`config.mk`:
```
export PLATFORM = sky130hd
export DESIGN_NAME = charger_control_register_bank
export DESIGN_NICKNAME = d
export VERILOG_FILES = /design/src/core/charger_pkg.sv /design/src/core/wd_if.sv /design/src/core/host_watchdog.sv /design/src/core/charger_control_register_bank.sv
export SDC_FILE = /design/constraint.sdc
export NUM_CORES = 1
export LEC_CHECK = 0
export ABC_AREA = 1
export BUFFER_PORTS_ARGS = -buffer_cell sky130_fd_sc_hd__buf_2
export CAP_MARGIN = 20
export CORE_MARGIN = 8
export CORE_UTILIZATION = 35
export DETAILED_ROUTE_END_ITERATION = 8
export GPL_ROUTABILITY_DRIVEN = 0
export GPL_TIMING_DRIVEN = 0
export PLACE_DENSITY = 0.54
export SLEW_MARGIN = 20
export SYNTH_ARGS = -nofsm -noshare
export SYNTH_HDL_FRONTEND = slang
export SYNTH_SLANG_ARGS = --single-unit
```
`constraint.sdc`:
```
create_clock -name i_clk -period 10.69 [get_ports i_clk]
set_input_delay 1.069 -clock i_clk [delete_from_list [all_inputs] [get_ports i_clk]]
set_output_delay 1.069 -clock i_clk [all_outputs]
set_load 0.1 [all_outputs]
```
`src/core/charger_pkg.sv`:
```
package charger_pkg;

	// register indices on the internal register port
	localparam logic [7:0] ADDR_TIMER_COLD = 8'h05;
	localparam logic [7:0] ADDR_COMP_THERMAL = 8'h08;
	localparam logic [7:0] ADDR_OPT_SWITCH = 8'h09;
	localparam logic [7:0] ADDR_RESERVED = 8'h0a;
	localparam logic [7:0] ADDR_MISC_CTRL = 8'h14;

	// values after reset
	localparam logic [7:0] RST_TIMER_COLD = 8'h9d;
	localparam logic [7:0] RST_COMP_THERMAL = 8'h03;
	localparam logic [7:0] RST_OPT_SWITCH = 8'h44;
	localparam logic [7:0] RST_MISC_CTRL = 8'h00;

	// writable bits, and bits that watchdog expiry restores
	localparam logic [7:0] WMASK_TIMER_COLD = 8'hbf;
	localparam logic [7:0] WDOG_MASK_OPT = 8'hd3;

	// field positions
	localparam int TERM_EN_BIT = 7;
	localparam int WD_LSB = 4;
	localparam int TMR_EN_BIT = 3;
	localparam int FCT_LSB = 1;
	localparam int COLD_BIT = 0;
	localparam int RES_LSB = 5;
	localparam int CLAMP_LSB = 2;
	localparam int THERMAL_REG_THRESHOLD_LSB = 0;
	localparam int FORCE_BIT = 7;
	localparam int SLOW_BIT = 6;
	localparam int SHIP_BIT = 5;
	localparam int HOT_BIT = 4;
	localparam int SHIP_DLY_BIT = 3;
	localparam int FSR_BIT = 2;
	localparam int UP_BIT = 1;
	localparam int DN_BIT = 0;
	localparam int REG_RST_BIT = 7;
	localparam int PULSE_EN_BIT = 0;

	// timing
	localparam longint SEC_NS = 1000000000;
	localparam longint CLK_PERIOD_NS = 5;
	localparam int SEC_CYCLES_DEF = int'(SEC_NS / CLK_PERIOD_NS);
	localparam logic [7:0] WD_40_S = 8'h28;
	localparam logic [7:0] WD_80_S = 8'h50;
	localparam logic [7:0] WD_160_S = 8'ha0;
	localparam logic [7:0] SHIP_DLY_S_DEF = 8'h0a;

	// analog scale figures
	localparam logic [7:0] PCT_FULL = 8'h64;
	localparam logic [7:0] PCT_COLD_50 = 8'h32;
	localparam logic [7:0] PCT_COLD_20 = 8'h14;
	localparam logic [7:0] THERMAL_REG_THRESHOLD_BASE_C = 8'h3c;
	localparam logic [7:0] HOT_DROP_MV = 8'hc8;

	function automatic logic [7:0] wd_period_s(input logic [1:0] code);
		logic [7:0] s;
		s = 8'h00;
		case (code)
			2'b01: s = WD_40_S;
			2'b10: s = WD_80_S;
			2'b11: s = WD_160_S;
			default: s = 8'h00;
		endcase
		return s;
	endfunction : wd_period_s

endpackage : charger_pkg

```
`src/core/wd_if.sv`:
```
`timescale 1ns/100ps
interface wd_if;
	logic kick;
	logic [1:0] period;
	logic expire;
	logic sec_tick;

	modport bank (output kick, output period, input expire, input sec_tick);
	modport timer (input kick, input period, output expire, output sec_tick);
endinterface : wd_if

```
`src/core/host_watchdog.sv`:
```
`timescale 1ns/100ps
module host_watchdog
	import charger_pkg::*;
#(
	parameter int SEC_CYCLES = SEC_CYCLES_DEF
)
(
	// clock and synchronised reset
	input wire logic i_clk,
	input wire logic i_rst_n,
	// link to the register bank
	wd_if.timer wd
);

	logic [31:0] pre_r;
	logic [7:0] sec_r;
	logic tick_r;
	logic expire_r;
	logic [7:0] limit;

	assign limit = wd_period_s(wd.period);
	assign wd.sec_tick = tick_r;
	assign wd.expire = expire_r;

	////////////////////////////////////////////////////////////////
	// one-second enable; free running so ship delay keeps its pace
	always_ff @(posedge i_clk or negedge i_rst_n)
	begin
		if (!i_rst_n)
		begin
			pre_r <= 32'h0;
			tick_r <= 1'b0;
		end
		else if (pre_r == 32'(SEC_CYCLES - 1))
		begin
			pre_r <= 32'h0;
			tick_r <= 1'b1;
		end
		else
		begin
			pre_r <= pre_r + 32'h1;
			tick_r <= 1'b0;
		end
	end

	////////////////////////////////////////////////////////////////
	// seconds since last host access; >= so a shortened period bites
	always_ff @(posedge i_clk or negedge i_rst_n)
	begin
		if (!i_rst_n)
		begin
			sec_r <= 8'h0;
			expire_r <= 1'b0;
		end
		else if (wd.kick || limit == 8'h0)
		begin
			sec_r <= 8'h0;
			expire_r <= 1'b0;
		end
		else if (tick_r && (sec_r + 8'h1) >= limit)
		begin
			sec_r <= 8'h0;
			expire_r <= 1'b1;
		end
		else
		begin
			if (tick_r)
				sec_r <= sec_r + 8'h1;
			expire_r <= 1'b0;
		end
	end

endmodule : host_watchdog

```
`src/core/charger_control_register_bank.sv`:
```
`timescale 1ns/100ps
// Function
// - watchdog period code 10 gives 80 s, code 11 gives 160 s
// - safety timer enable bit: 0 disables, 1 enables, resets to 1
// - cold band current is 50% of setting when bit 0, 20% when 1
// - compensation resistance weights 80/40/20 mOhm, 0 to 140, reset 0
// - compensation clamp weights 128/64/32 mV, 0 to 224, reset 0
// - thermal threshold codes 60/80/100/120 C, reset code 11
// - writing 1 starts optimizer; bit clears once optimization starts
// - slowdown bit halves safety timer rate during power limiting or thermal
// - ship bit forces switch off; only register reset restores it
// - ship mode switch off immediately, or after delay when delay bit set
// - full system reset through switch allowed when 1, inhibited when 0
// - hot band voltage is target minus 200 mV when 0, full when 1
// - pulse up settable only with pulse enable; cleared at sequence end
// - pulse down settable only with pulse enable; cleared at sequence end
// - dual-source fields restore on register reset or watchdog expiry
// - register reset restores all, resets safety timer, then self-clears
module charger_control_register_bank
	import charger_pkg::*;
#(
	parameter int SEC_CYCLES = SEC_CYCLES_DEF,
	parameter logic [7:0] SHIP_DLY_S = SHIP_DLY_S_DEF
)
(
	// clock and reset
	input wire logic i_clk,
	input wire logic i_rstn,
	// register port from the serial front end
	input wire logic [7:0] i_reg_addr,
	input wire logic i_reg_wr,
	input wire logic i_reg_rd,
	input wire logic [7:0] i_reg_wdata,
	output logic [7:0] o_reg_rdata,
	// analog status levels
	input wire logic i_band_cold,
	input wire logic i_band_hot,
	input wire logic i_power_limiting,
	input wire logic i_thermal_reg,
	input wire logic i_optimizer_started,
	input wire logic i_pulse_done,
	// controls to the analog side
	output logic o_charge_term_enable,
	output logic [1:0] o_fast_charge_time_limit,
	output logic [7:0] o_watchdog_period_s,
	output logic o_watchdog_expired,
	output logic o_safety_timer_enable,
	output logic o_safety_timer_half_rate,
	output logic o_safety_timer_reset,
	output logic [7:0] o_charge_current_pct,
	output logic [7:0] o_comp_resistance_mohm,
	output logic [7:0] o_comp_voltage_clamp_mv,
	output logic [7:0] o_thermal_reg_threshold_c,
	output logic [7:0] o_charge_voltage_drop_mv,
	output logic o_force_optimizer_start,
	output logic o_battery_switch_off,
	output logic o_full_system_reset_enable,
	output logic o_pulse_up_request,
	output logic o_pulse_down_request
);

	localparam int NSYNC = 6;

	logic rst_meta;
	logic rst_n;
	logic [NSYNC-1:0] sync_in;
	logic [NSYNC-1:0] sync_meta;
	logic [NSYNC-1:0] sync_q;
	logic cold_s;
	logic hot_s;
	logic plim_s;
	logic therm_s;
	logic opt_started_s;
	logic pulse_done_s;

	logic [7:0] timer_r;
	logic [7:0] comp_r;
	logic [7:0] opt_r;
	logic pulse_en_r;
	logic reg_rst_r;
	logic [7:0] ship_cnt_r;
	logic [7:0] opt_nxt;

	logic wr_timer;
	logic wr_comp;
	logic wr_opt;
	logic wr_misc;
	logic wd_expire;

	wd_if wd ();

	////////////////////////////////////////////////////////////////
	// reset release through two flops
	always_ff @(posedge i_clk or negedge i_rstn)
	begin
		if (!i_rstn)
		begin
			rst_meta <= 1'b0;
			rst_n <= 1'b0;
		end
		else
		begin
			rst_meta <= 1'b1;
			rst_n <= rst_meta;
		end
	end

	////////////////////////////////////////////////////////////////
	// analog levels are asynchronous to this clock
	assign sync_in = {i_band_cold, i_band_hot, i_power_limiting,
		i_thermal_reg, i_optimizer_started, i_pulse_done};

	for (genvar g = 0; g < NSYNC; g++)
	begin : g_sync
		always_ff @(posedge i_clk or negedge rst_n)
		begin
			if (!rst_n)
			begin
				sync_meta[g] <= 1'b0;
				sync_q[g] <= 1'b0;
			end
			else
			begin
				sync_meta[g] <= sync_in[g];
				sync_q[g] <= sync_meta[g];
			end
		end
	end

	assign {cold_s, hot_s, plim_s, therm_s, opt_started_s, pulse_done_s} =
		sync_q;

	////////////////////////////////////////////////////////////////
	// decode and watchdog
	assign wr_timer = i_reg_wr && i_reg_addr == ADDR_TIMER_COLD;
	assign wr_comp = i_reg_wr && i_reg_addr == ADDR_COMP_THERMAL;
	assign wr_opt = i_reg_wr && i_reg_addr == ADDR_OPT_SWITCH;
	assign wr_misc = i_reg_wr && i_reg_addr == ADDR_MISC_CTRL;

	assign wd.kick = i_reg_wr || i_reg_rd || reg_rst_r;
	assign wd.period = timer_r[WD_LSB+1:WD_LSB];
	assign wd_expire = wd.expire;

	host_watchdog #(
		.SEC_CYCLES(SEC_CYCLES)
	) u_watchdog (
		.i_clk(i_clk),
		.i_rst_n(rst_n),
		.wd(wd.timer)
	);

	////////////////////////////////////////////////////////////////
	// register reset request: one cycle visible, then self-clears
	always_ff @(posedge i_clk or negedge rst_n)
	begin
		if (!rst_n)
			reg_rst_r <= 1'b0;
		else if (reg_rst_r)
			reg_rst_r <= 1'b0;
		else if (wr_misc)
			reg_rst_r <= i_reg_wdata[REG_RST_BIT];
	end

	////////////////////////////////////////////////////////////////
	// timer and cold current register; bit 6 is reserved
	always_ff @(posedge i_clk or negedge rst_n)
	begin
		if (!rst_n)
			timer_r <= RST_TIMER_COLD;
		else if (reg_rst_r || wd_expire)
			timer_r <= RST_TIMER_COLD;
		else if (wr_timer)
			timer_r <= i_reg_wdata & WMASK_TIMER_COLD;
	end

	////////////////////////////////////////////////////////////////
	// compensation and thermal register
	always_ff @(posedge i_clk or negedge rst_n)
	begin
		if (!rst_n)
			comp_r <= RST_COMP_THERMAL;
		else if (reg_rst_r || wd_expire)
			comp_r <= RST_COMP_THERMAL;
		else if (wr_comp)
			comp_r <= i_reg_wdata;
	end

	////////////////////////////////////////////////////////////////
	// pulse control enable
	always_ff @(posedge i_clk or negedge rst_n)
	begin
		if (!rst_n)
			pulse_en_r <= RST_MISC_CTRL[PULSE_EN_BIT];
		else if (reg_rst_r || wd_expire)
			pulse_en_r <= RST_MISC_CTRL[PULSE_EN_BIT];
		else if (wr_misc)
			pulse_en_r <= i_reg_wdata[PULSE_EN_BIT];
	end

	////////////////////////////////////////////////////////////////
	// optimizer and switch register; a software set beats a
	// same-cycle completion so no request is lost
	always_comb
	begin
		opt_nxt = opt_r;
		if (opt_started_s)
			opt_nxt[FORCE_BIT] = 1'b0;
		if (pulse_done_s)
		begin
			opt_nxt[UP_BIT] = 1'b0;
			opt_nxt[DN_BIT] = 1'b0;
		end
		if (wr_opt)
		begin
			opt_nxt[SLOW_BIT] = i_reg_wdata[SLOW_BIT];
			opt_nxt[SHIP_BIT] = i_reg_wdata[SHIP_BIT];
			opt_nxt[HOT_BIT] = i_reg_wdata[HOT_BIT];
			opt_nxt[SHIP_DLY_BIT] = i_reg_wdata[SHIP_DLY_BIT];
			opt_nxt[FSR_BIT] = i_reg_wdata[FSR_BIT];
			if (i_reg_wdata[FORCE_BIT])
				opt_nxt[FORCE_BIT] = 1'b1;
			if (i_reg_wdata[UP_BIT] && pulse_en_r)
				opt_nxt[UP_BIT] = 1'b1;
			if (i_reg_wdata[DN_BIT] && pulse_en_r)
				opt_nxt[DN_BIT] = 1'b1;
		end
		if (wd_expire)
			opt_nxt = (opt_nxt & ~WDOG_MASK_OPT) |
				(RST_OPT_SWITCH & WDOG_MASK_OPT);
	end

	always_ff @(posedge i_clk or negedge rst_n)
	begin
		if (!rst_n)
			opt_r <= RST_OPT_SWITCH;
		else if (reg_rst_r)
			opt_r <= RST_OPT_SWITCH;
		else
			opt_r <= opt_nxt;
	end

	////////////////////////////////////////////////////////////////
	// ship mode delay, counted in whole seconds; clearing the ship
	// bit during the wait cancels the turn-off
	always_ff @(posedge i_clk or negedge rst_n)
	begin
		if (!rst_n)
			ship_cnt_r <= 8'h0;
		else if (!opt_r[SHIP_BIT])
			ship_cnt_r <= 8'h0;
		else if (wd.sec_tick && ship_cnt_r != SHIP_DLY_S)
			ship_cnt_r <= ship_cnt_r + 8'h1;
	end

	always_ff @(posedge i_clk or negedge rst_n)
	begin
		if (!rst_n)
			o_battery_switch_off <= 1'b0;
		else
			o_battery_switch_off <= opt_r[SHIP_BIT] &&
				(!opt_r[SHIP_DLY_BIT] ||
				ship_cnt_r == SHIP_DLY_S);
	end

	////////////////////////////////////////////////////////////////
	// decoded controls toward the analog loops
	always_ff @(posedge i_clk or negedge rst_n)
	begin
		if (!rst_n)
		begin
			o_charge_term_enable <= 1'b0;
			o_fast_charge_time_limit <= 2'b00;
			o_watchdog_period_s <= 8'h0;
			o_safety_timer_enable <= 1'b0;
			o_safety_timer_half_rate <= 1'b0;
			o_charge_current_pct <= PCT_FULL;
			o_comp_resistance_mohm <= 8'h0;
			o_comp_voltage_clamp_mv <= 8'h0;
			o_thermal_reg_threshold_c <= THERMAL_REG_THRESHOLD_BASE_C;
			o_charge_voltage_drop_mv <= 8'h0;
			o_full_system_reset_enable <= 1'b0;
		end
		else
		begin
			o_charge_term_enable <= timer_r[TERM_EN_BIT];
			o_fast_charge_time_limit <= timer_r[FCT_LSB+1:FCT_LSB];
			o_watchdog_period_s <=
				wd_period_s(timer_r[WD_LSB+1:WD_LSB]);
			o_safety_timer_enable <= timer_r[TMR_EN_BIT];
			o_safety_timer_half_rate <= timer_r[TMR_EN_BIT] &&
				opt_r[SLOW_BIT] && (plim_s || therm_s);
			if (!cold_s)
				o_charge_current_pct <= PCT_FULL;
			else if (timer_r[COLD_BIT])
				o_charge_current_pct <= PCT_COLD_20;
			else
				o_charge_current_pct <= PCT_COLD_50;
			o_comp_resistance_mohm <=
				{1'b0, comp_r[RES_LSB+:3], 4'h0} +
				{3'h0, comp_r[RES_LSB+:3], 2'h0};
			o_comp_voltage_clamp_mv <=
				{comp_r[CLAMP_LSB+:3], 5'h0};
			o_thermal_reg_threshold_c <= THERMAL_REG_THRESHOLD_BASE_C +
				{2'h0, comp_r[THERMAL_REG_THRESHOLD_LSB+:2], 4'h0} +
				{4'h0, comp_r[THERMAL_REG_THRESHOLD_LSB+:2], 2'h0};
			o_charge_voltage_drop_mv <=
				(hot_s && !opt_r[HOT_BIT]) ? HOT_DROP_MV : 8'h0;
			o_full_system_reset_enable <= opt_r[FSR_BIT];
		end
	end

	assign o_force_optimizer_start = opt_r[FORCE_BIT];
	assign o_pulse_up_request = opt_r[UP_BIT];
	assign o_pulse_down_request = opt_r[DN_BIT];
	assign o_watchdog_expired = wd_expire;
	assign o_safety_timer_reset = reg_rst_r;

	////////////////////////////////////////////////////////////////
	// read port, one cycle latency, unmapped reads 0
	always_ff @(posedge i_clk or negedge rst_n)
	begin
		if (!rst_n)
			o_reg_rdata <= 8'h0;
		else if (i_reg_rd)
		begin
			case (i_reg_addr)
				ADDR_TIMER_COLD: o_reg_rdata <= timer_r;
				ADDR_COMP_THERMAL: o_reg_rdata <= comp_r;
				ADDR_OPT_SWITCH: o_reg_rdata <= opt_r;
				ADDR_MISC_CTRL: o_reg_rdata <= {reg_rst_r, 6'h0,
					pulse_en_r};
				default: o_reg_rdata <= 8'h0;
			endcase
		end
	end
endmodule : charger_control_register_bank

```
[Word level (Yosys, flattened, before mapping)]
Index checks and enable logic that the tools add are counted.
Operators by class
  eq/ne operators: 11
  mux-type cells: 30
  magnitude comparators: 1
  add/sub/neg operators: 6
  reduce and logical (&&, ||, !) cells: 26
Operators by type and width (number)
  $mux W8: 13
  $add A32 B1 Y32 const B: 1
  $eq A32 B28 Y1 const B: 1
  $mux W32: 1
  $pmux W8 S4: 1
  $eq A8 B4 Y1 const B: 3
  $pmux W8 S3: 1
  $add A8 B1 Y8 const B: 2
  $logic_and A1 B1 Y1: 12
  $mux W1: 11
  $add A7 B4 Y8: 1
  $add A7 B5 Y8: 1
  $eq A8 B3 Y1 const B: 1
  $eq A8 B5 Y1 const B: 1
  $ge A8 B8 Y1: 1
  $logic_not A8 Y1: 1
  $ne A8 B4 Y1 const B: 1
  $add A6 B6 Y7 const A: 1
  $mux W7: 1
  $logic_or A1 B1 Y1: 6
  $mux W6: 1
  $reduce_bool A2 Y1: 3
  $reduce_bool A3 Y1: 2
  $eq A2 B2 Y1 const B: 2
  other kinds (4): 5
Storage, ports and cells
  bits in registers: 148
  output and inout bits: 68

[Longest topological paths before layout]
  depth after elaboration: 6
  gate-level depth with buffers: 14

[Hierarchy]
A second synthesis with hierarchy kept.
Second synthesis, totals
  cells, all modules: 768
  area, all modules: 6349.8 sq um
Modules (own cells, without submodules)
  charger_control_register_bank: times used 1, cells an instance 380, seq. area each 2172.1 sq um, area each 3674.8 sq um
  host_watchdog: times used 1, cells an instance 388, seq. area each 1051.0 sq um, area each 2675.1 sq um

[Worst setup path before layout]
OpenSTA, ideal clock, no wires.
  path kind: reg2out
  start point: register o_charge_voltage_drop_mv[6]
  end point: output o_charge_voltage_drop_mv[6]
  path slack: 8.280 ns
  arrival: 1.341 ns
  stages on the path, launching flop included: 2
  buffers on the path: 1
  cell sequence: dfrtp_1 buf_4
RTL lines
  start, declared: RTL line charger_control_register_bank.sv:54  | output logic [7:0] o_charge_voltage_drop_mv,
  start signal, assigned: RTL line charger_control_register_bank.sv:306  | o_charge_voltage_drop_mv <=
No word-level cell between the ends.

[Worst setup path after layout]
  start point: register reg_rst_r, in the netlist o_safety_timer_reset
  end point: output o_safety_timer_reset
RTL lines
  start, declared: RTL line charger_control_register_bank.sv:80  | logic reg_rst_r;
  start signal, assigned: RTL line charger_control_register_bank.sv:161  | reg_rst_r <= i_reg_wdata[REG_RST_BIT];
  end, declared: RTL line charger_control_register_bank.sv:49  | output logic o_safety_timer_reset,
No word-level cell between the ends.

==> results.md <==
* **Area after DPL** 6970 µm²
* **reg-to-reg critical path endpoint** u_watchdog.sec_r[5]
* **slack of the worst reg-to-reg path** 8.47 ns
* **Hold Crit Class** flop to async pin
* **number of gates resized after cts** 0
* **Arrival @ worst endpoint** 1.45 ns
* **proportion of register bits with asynchronous set or reset after synthesis** 100%
* **final routed DRC violation total** 0
* **number of H-tree branching levels** 4
* **highest ir drop seen on vdd** 0.000108 V
* **power density relative to cell area** 175 nW/µm²
* **mux contribution to synthesized area** 0%
* **Routed WL per cell** 13.5 µm
* **clock network latency to the later pin of the worst-skew pair** 0.42 ns
* **Max Root-Sink Buffers** 2
* **vias in the first global route** 4743
* **stage delay of the slowest cell on the critical path** 0.53 ns
* **outcome** finished clean
* **Required @ worst endpoint** 9.62 ns
* **setup violators final** 0
* **remaining antenna violation count** 0
* **fraction of the mapped netlist area in simple logic gates** 28.6%
* **die area** 22200 µm²
* **worst-path cell chain** buf_2
* **CP top delay family** flip-flops
* **Std-Cell Core Area** 17300 µm²
* **hold-fix buffer count after cts** 0
* **most common cell after layout, fill and taps aside** nand2_1
* **first-pass GRT wire length** 24.5 mm
* **dominant combinational cell family by area after synthesis** simple AND/OR/NAND/NOR gates
* **largest fanout on the critical path** 6
* **post-route fraction of the period consumed by the critical path** 23.5%
* **top cell type by total area after synthesis** dfrtp_1
* **count of cell types in the netlist** 38
* **Synth top area share** 45.2%
* **design area** 7610 µm²
* **reg-to-reg critical path startpoint** u_watchdog.sec_r[0]
* **master of the slowest instance on the critical path** dfrtp_1
* **Root Buffer Master** clkbuf_16
* **mean instance size in the synthesized netlist** 8.34 µm²
* **most used flip-flop cell after synthesis** dfrtp_1
* **final setup TNS** 0 ns
* **number of design-rule violations left by the first detailed-router iteration** 245
* **buffers plus inverters on the worst setup path** 1
* **register area share after synthesis** 52.0%
* **biggest area contributors in the synthesized netlist** dfrtp_1 45%, nand2_1 13%, dfstp_2 6.8%
* **critical path capture point** o_safety_timer_reset
* **remaining global-route overflow** 0
* **layout cells sized above 1** 20.4%
* **kind of launch point of the worst setup path** flop
* **via count normalized by instance count** 4.44
* **fin. max-slew vios** 0
* **synthesized-area fraction occupied by ao, oa, aoi and oai cells** 4.02%
* **setup bufs post-CTS** 0
* **die height** 149 µm
* **critical path type** flop to output pin
* **filler instances** 1732
* **CTS Buf Count** 17
* **count of maximum capacitance violations** 0
* **Tmin final** 2.52 ns
* **half-perimeter wire length after placement** 11.2 mm
* **x dimension of the die** 149 µm
* **transition time at the pin with the least slew margin** 0.583 ns
* **fraction of the core area covered by cells at the end of the flow** 44.0%
* **total inserted antenna cells** 0
* **Synth-to-Final Area Change** 22.8%
* **total global routing track utilization** 14.0%
* **largest net degree at the start of global routing** 47
* **Top Ports** 94
* **number of core rows** 48
* **slew margin rel.** 61.0%
* **gate count of the mapped netlist** 743
* **area share of xor/xnor cells in the synthesized design** 3.25%
* **Storage cell area** 3230 µm²
* **area used by multi-input combinational logic** 2480 µm²
* **logic depth of the worst path, buffers included** 1
* **number of enable flip-flop cells after synthesis** 0
* **clk sinks** 128
* **total count of hold-check failures in the final report** 0
* **CTS clock-pin slew for the worst setup and hold paths** 0.05 ns
* **Starting Density** 35.8%
* **leakage power summed over all cells** 3.92 nW
* **register bit count reported by yosys** 128
* **adder-cell area share of the yosys netlist** 2.83%
* **total wirelength of the detailed-routed design** 14.8 mm
* **initial antenna violation count** 0
* **crit end category** output pin
* **iteration count of the initial detailed-routing pass** 4
* **port buffer count** 71
* **number of cells on the worst reg-to-reg path** 13
* **area of the mapped netlist** 6200 µm²
* **achievable frequency** 398 MHz
* **number of warning messages in the yosys log** 0
* **clock tree from TritonCTS** done
* **net count of the finished layout** 895
* **worst setup skew after layout** 0.0113 ns
* **commonest non-fill, non-tap cells in the layout** 207 x nand2_1, 111 x dfrtp_1, 95 x nor2_1
* **total number of vias** 4851
* **setup repair after global routing missed its margin** false
* **Worst setup startpoint** o_safety_timer_reset
==> how the worst min path moves through the flow <==
stage / from / endpoint / cells after the start / slack [ns]
floorplan: sync_meta[5] / cold_s / 0 / 0.33
global placement: sync_meta[1] / opt_started_s / 0 / 0.33
detailed placement: rst_n / sync_meta[2] / 0 / 0.34
CTS: rst_n / timer_r[5] / 0 / 0.34
global route: sync_meta[4] / hot_s / 0 / 0.35
finish: rst_n / o_charge_current_pct[4] / 0 / 0.32
==> Yosys cell counts (2+ instances only) <==
cell	number
buf_2	2
o21ai_1	2
nand3b_1	3
ha_1	14
or2_2	2
xor2_1	17
nor2_4	7
o22ai_1	2
buf_6	2
a21oi_1	7
xnor2_1	6
conb_1	2
dfrtp_1	112
nand3_1	69
nand4_1	6
o21ai_0	29
nor3_1	6
nand2_1	207
buf_4	26
nand2_2	6
nor2_1	95
inv_1	85
nor2_2	6
dfstp_2	16
==> per-layer routing <==
| metal | GRT usage [%] | vias up | share of wire [%] |
|---|---|---|---|
| met3 | 3.94 | 21 | 5.5 |
| met1 | 17.6 | 2234 | 46 |
| met4 | 5.55 | 0 | 2.0 |
| met5 | 0 | - | 0 |
| li1 | - | 2504 | - |
| met2 | 22.4 | 92 | 47 |
==> where the power goes <==
part | internal (mW) | switching [mW] | leakage, nW
registers | 0.511 | 0.0133 | 1.66
clock network | 0.415 | 0.209 | 0.303
logic | 0.0288 | 0.155 | 1.96
total | 0.955 | 0.377 | 3.92
==> per-stage QoR <==
stage	cells	total power, mW	setup WS, ns	hold WS, ns
4_1_cts	1093	1.35	8.15	0.338
2_1_floorplan	763	0.684	6.89	0.331
3_3_place_gp	1059	0.714	5.34	0.332
5_1_grt	1093	1.38	8.13	0.353
3_5_place_dp	1061	0.718	8.24	0.336
6_report	1093	1.33	8.17	0.319
==> kinds of logic after synthesis <==
logic type	count (synthesis)
and+or+nand+nor	410
buffers and inverters	121
AOI/OAI and AO/OA	45
adders and majority gates	14
other	2
xor gates and xnor gates	23
DFF	128
==> area by class of cell <==
type / count / area share [%]
plain buffers: 33 / 3.16
multi-input cells: 514 / 32.6
inverters: 88 / 4.36
clock buffers: 24 / 6.46
well taps: 225 / 3.70
repair buffers: 73 / 5.39
flip-flops and latches: 128 / 42.4
clock inverters: 8 / 1.99
==> sequential cells by signal, summed over array words and instances, names as in the netlist, 2 cells and up <==
signal                     cells
o_comp_resistance_mohm         6
o_comp_voltage_clamp_mv        3
o_thermal_reg_threshold_c      5
sync_meta                      6
timer_r                        7
o_charge_current_pct           5
ship_cnt_r                     8
u_watchdog.pre_r              32
u_watchdog.sec_r               8
o_fast_charge_time_limit       2
opt_r                          8
o_reg_rdata                    8
o_watchdog_period_s            4
comp_r                         8
==> worst reg2reg max path, stage by stage (launching register included) <==
cell,delay (ns)
dfrtp_1,0.40
ha_1,0.18
nand2_1,0.06
inv_1,0.10
nand4_1,0.11
xnor2_1,0.21
ha_1,0.26
nand2_1,0.08
inv_1,0.04
o21ai_0,0.11
nand3_1,0.13
nor2_2,0.30
nand2_1,0.09
nand2_1,0.08
No activity file was read; power rests on OpenSTA's default activity.
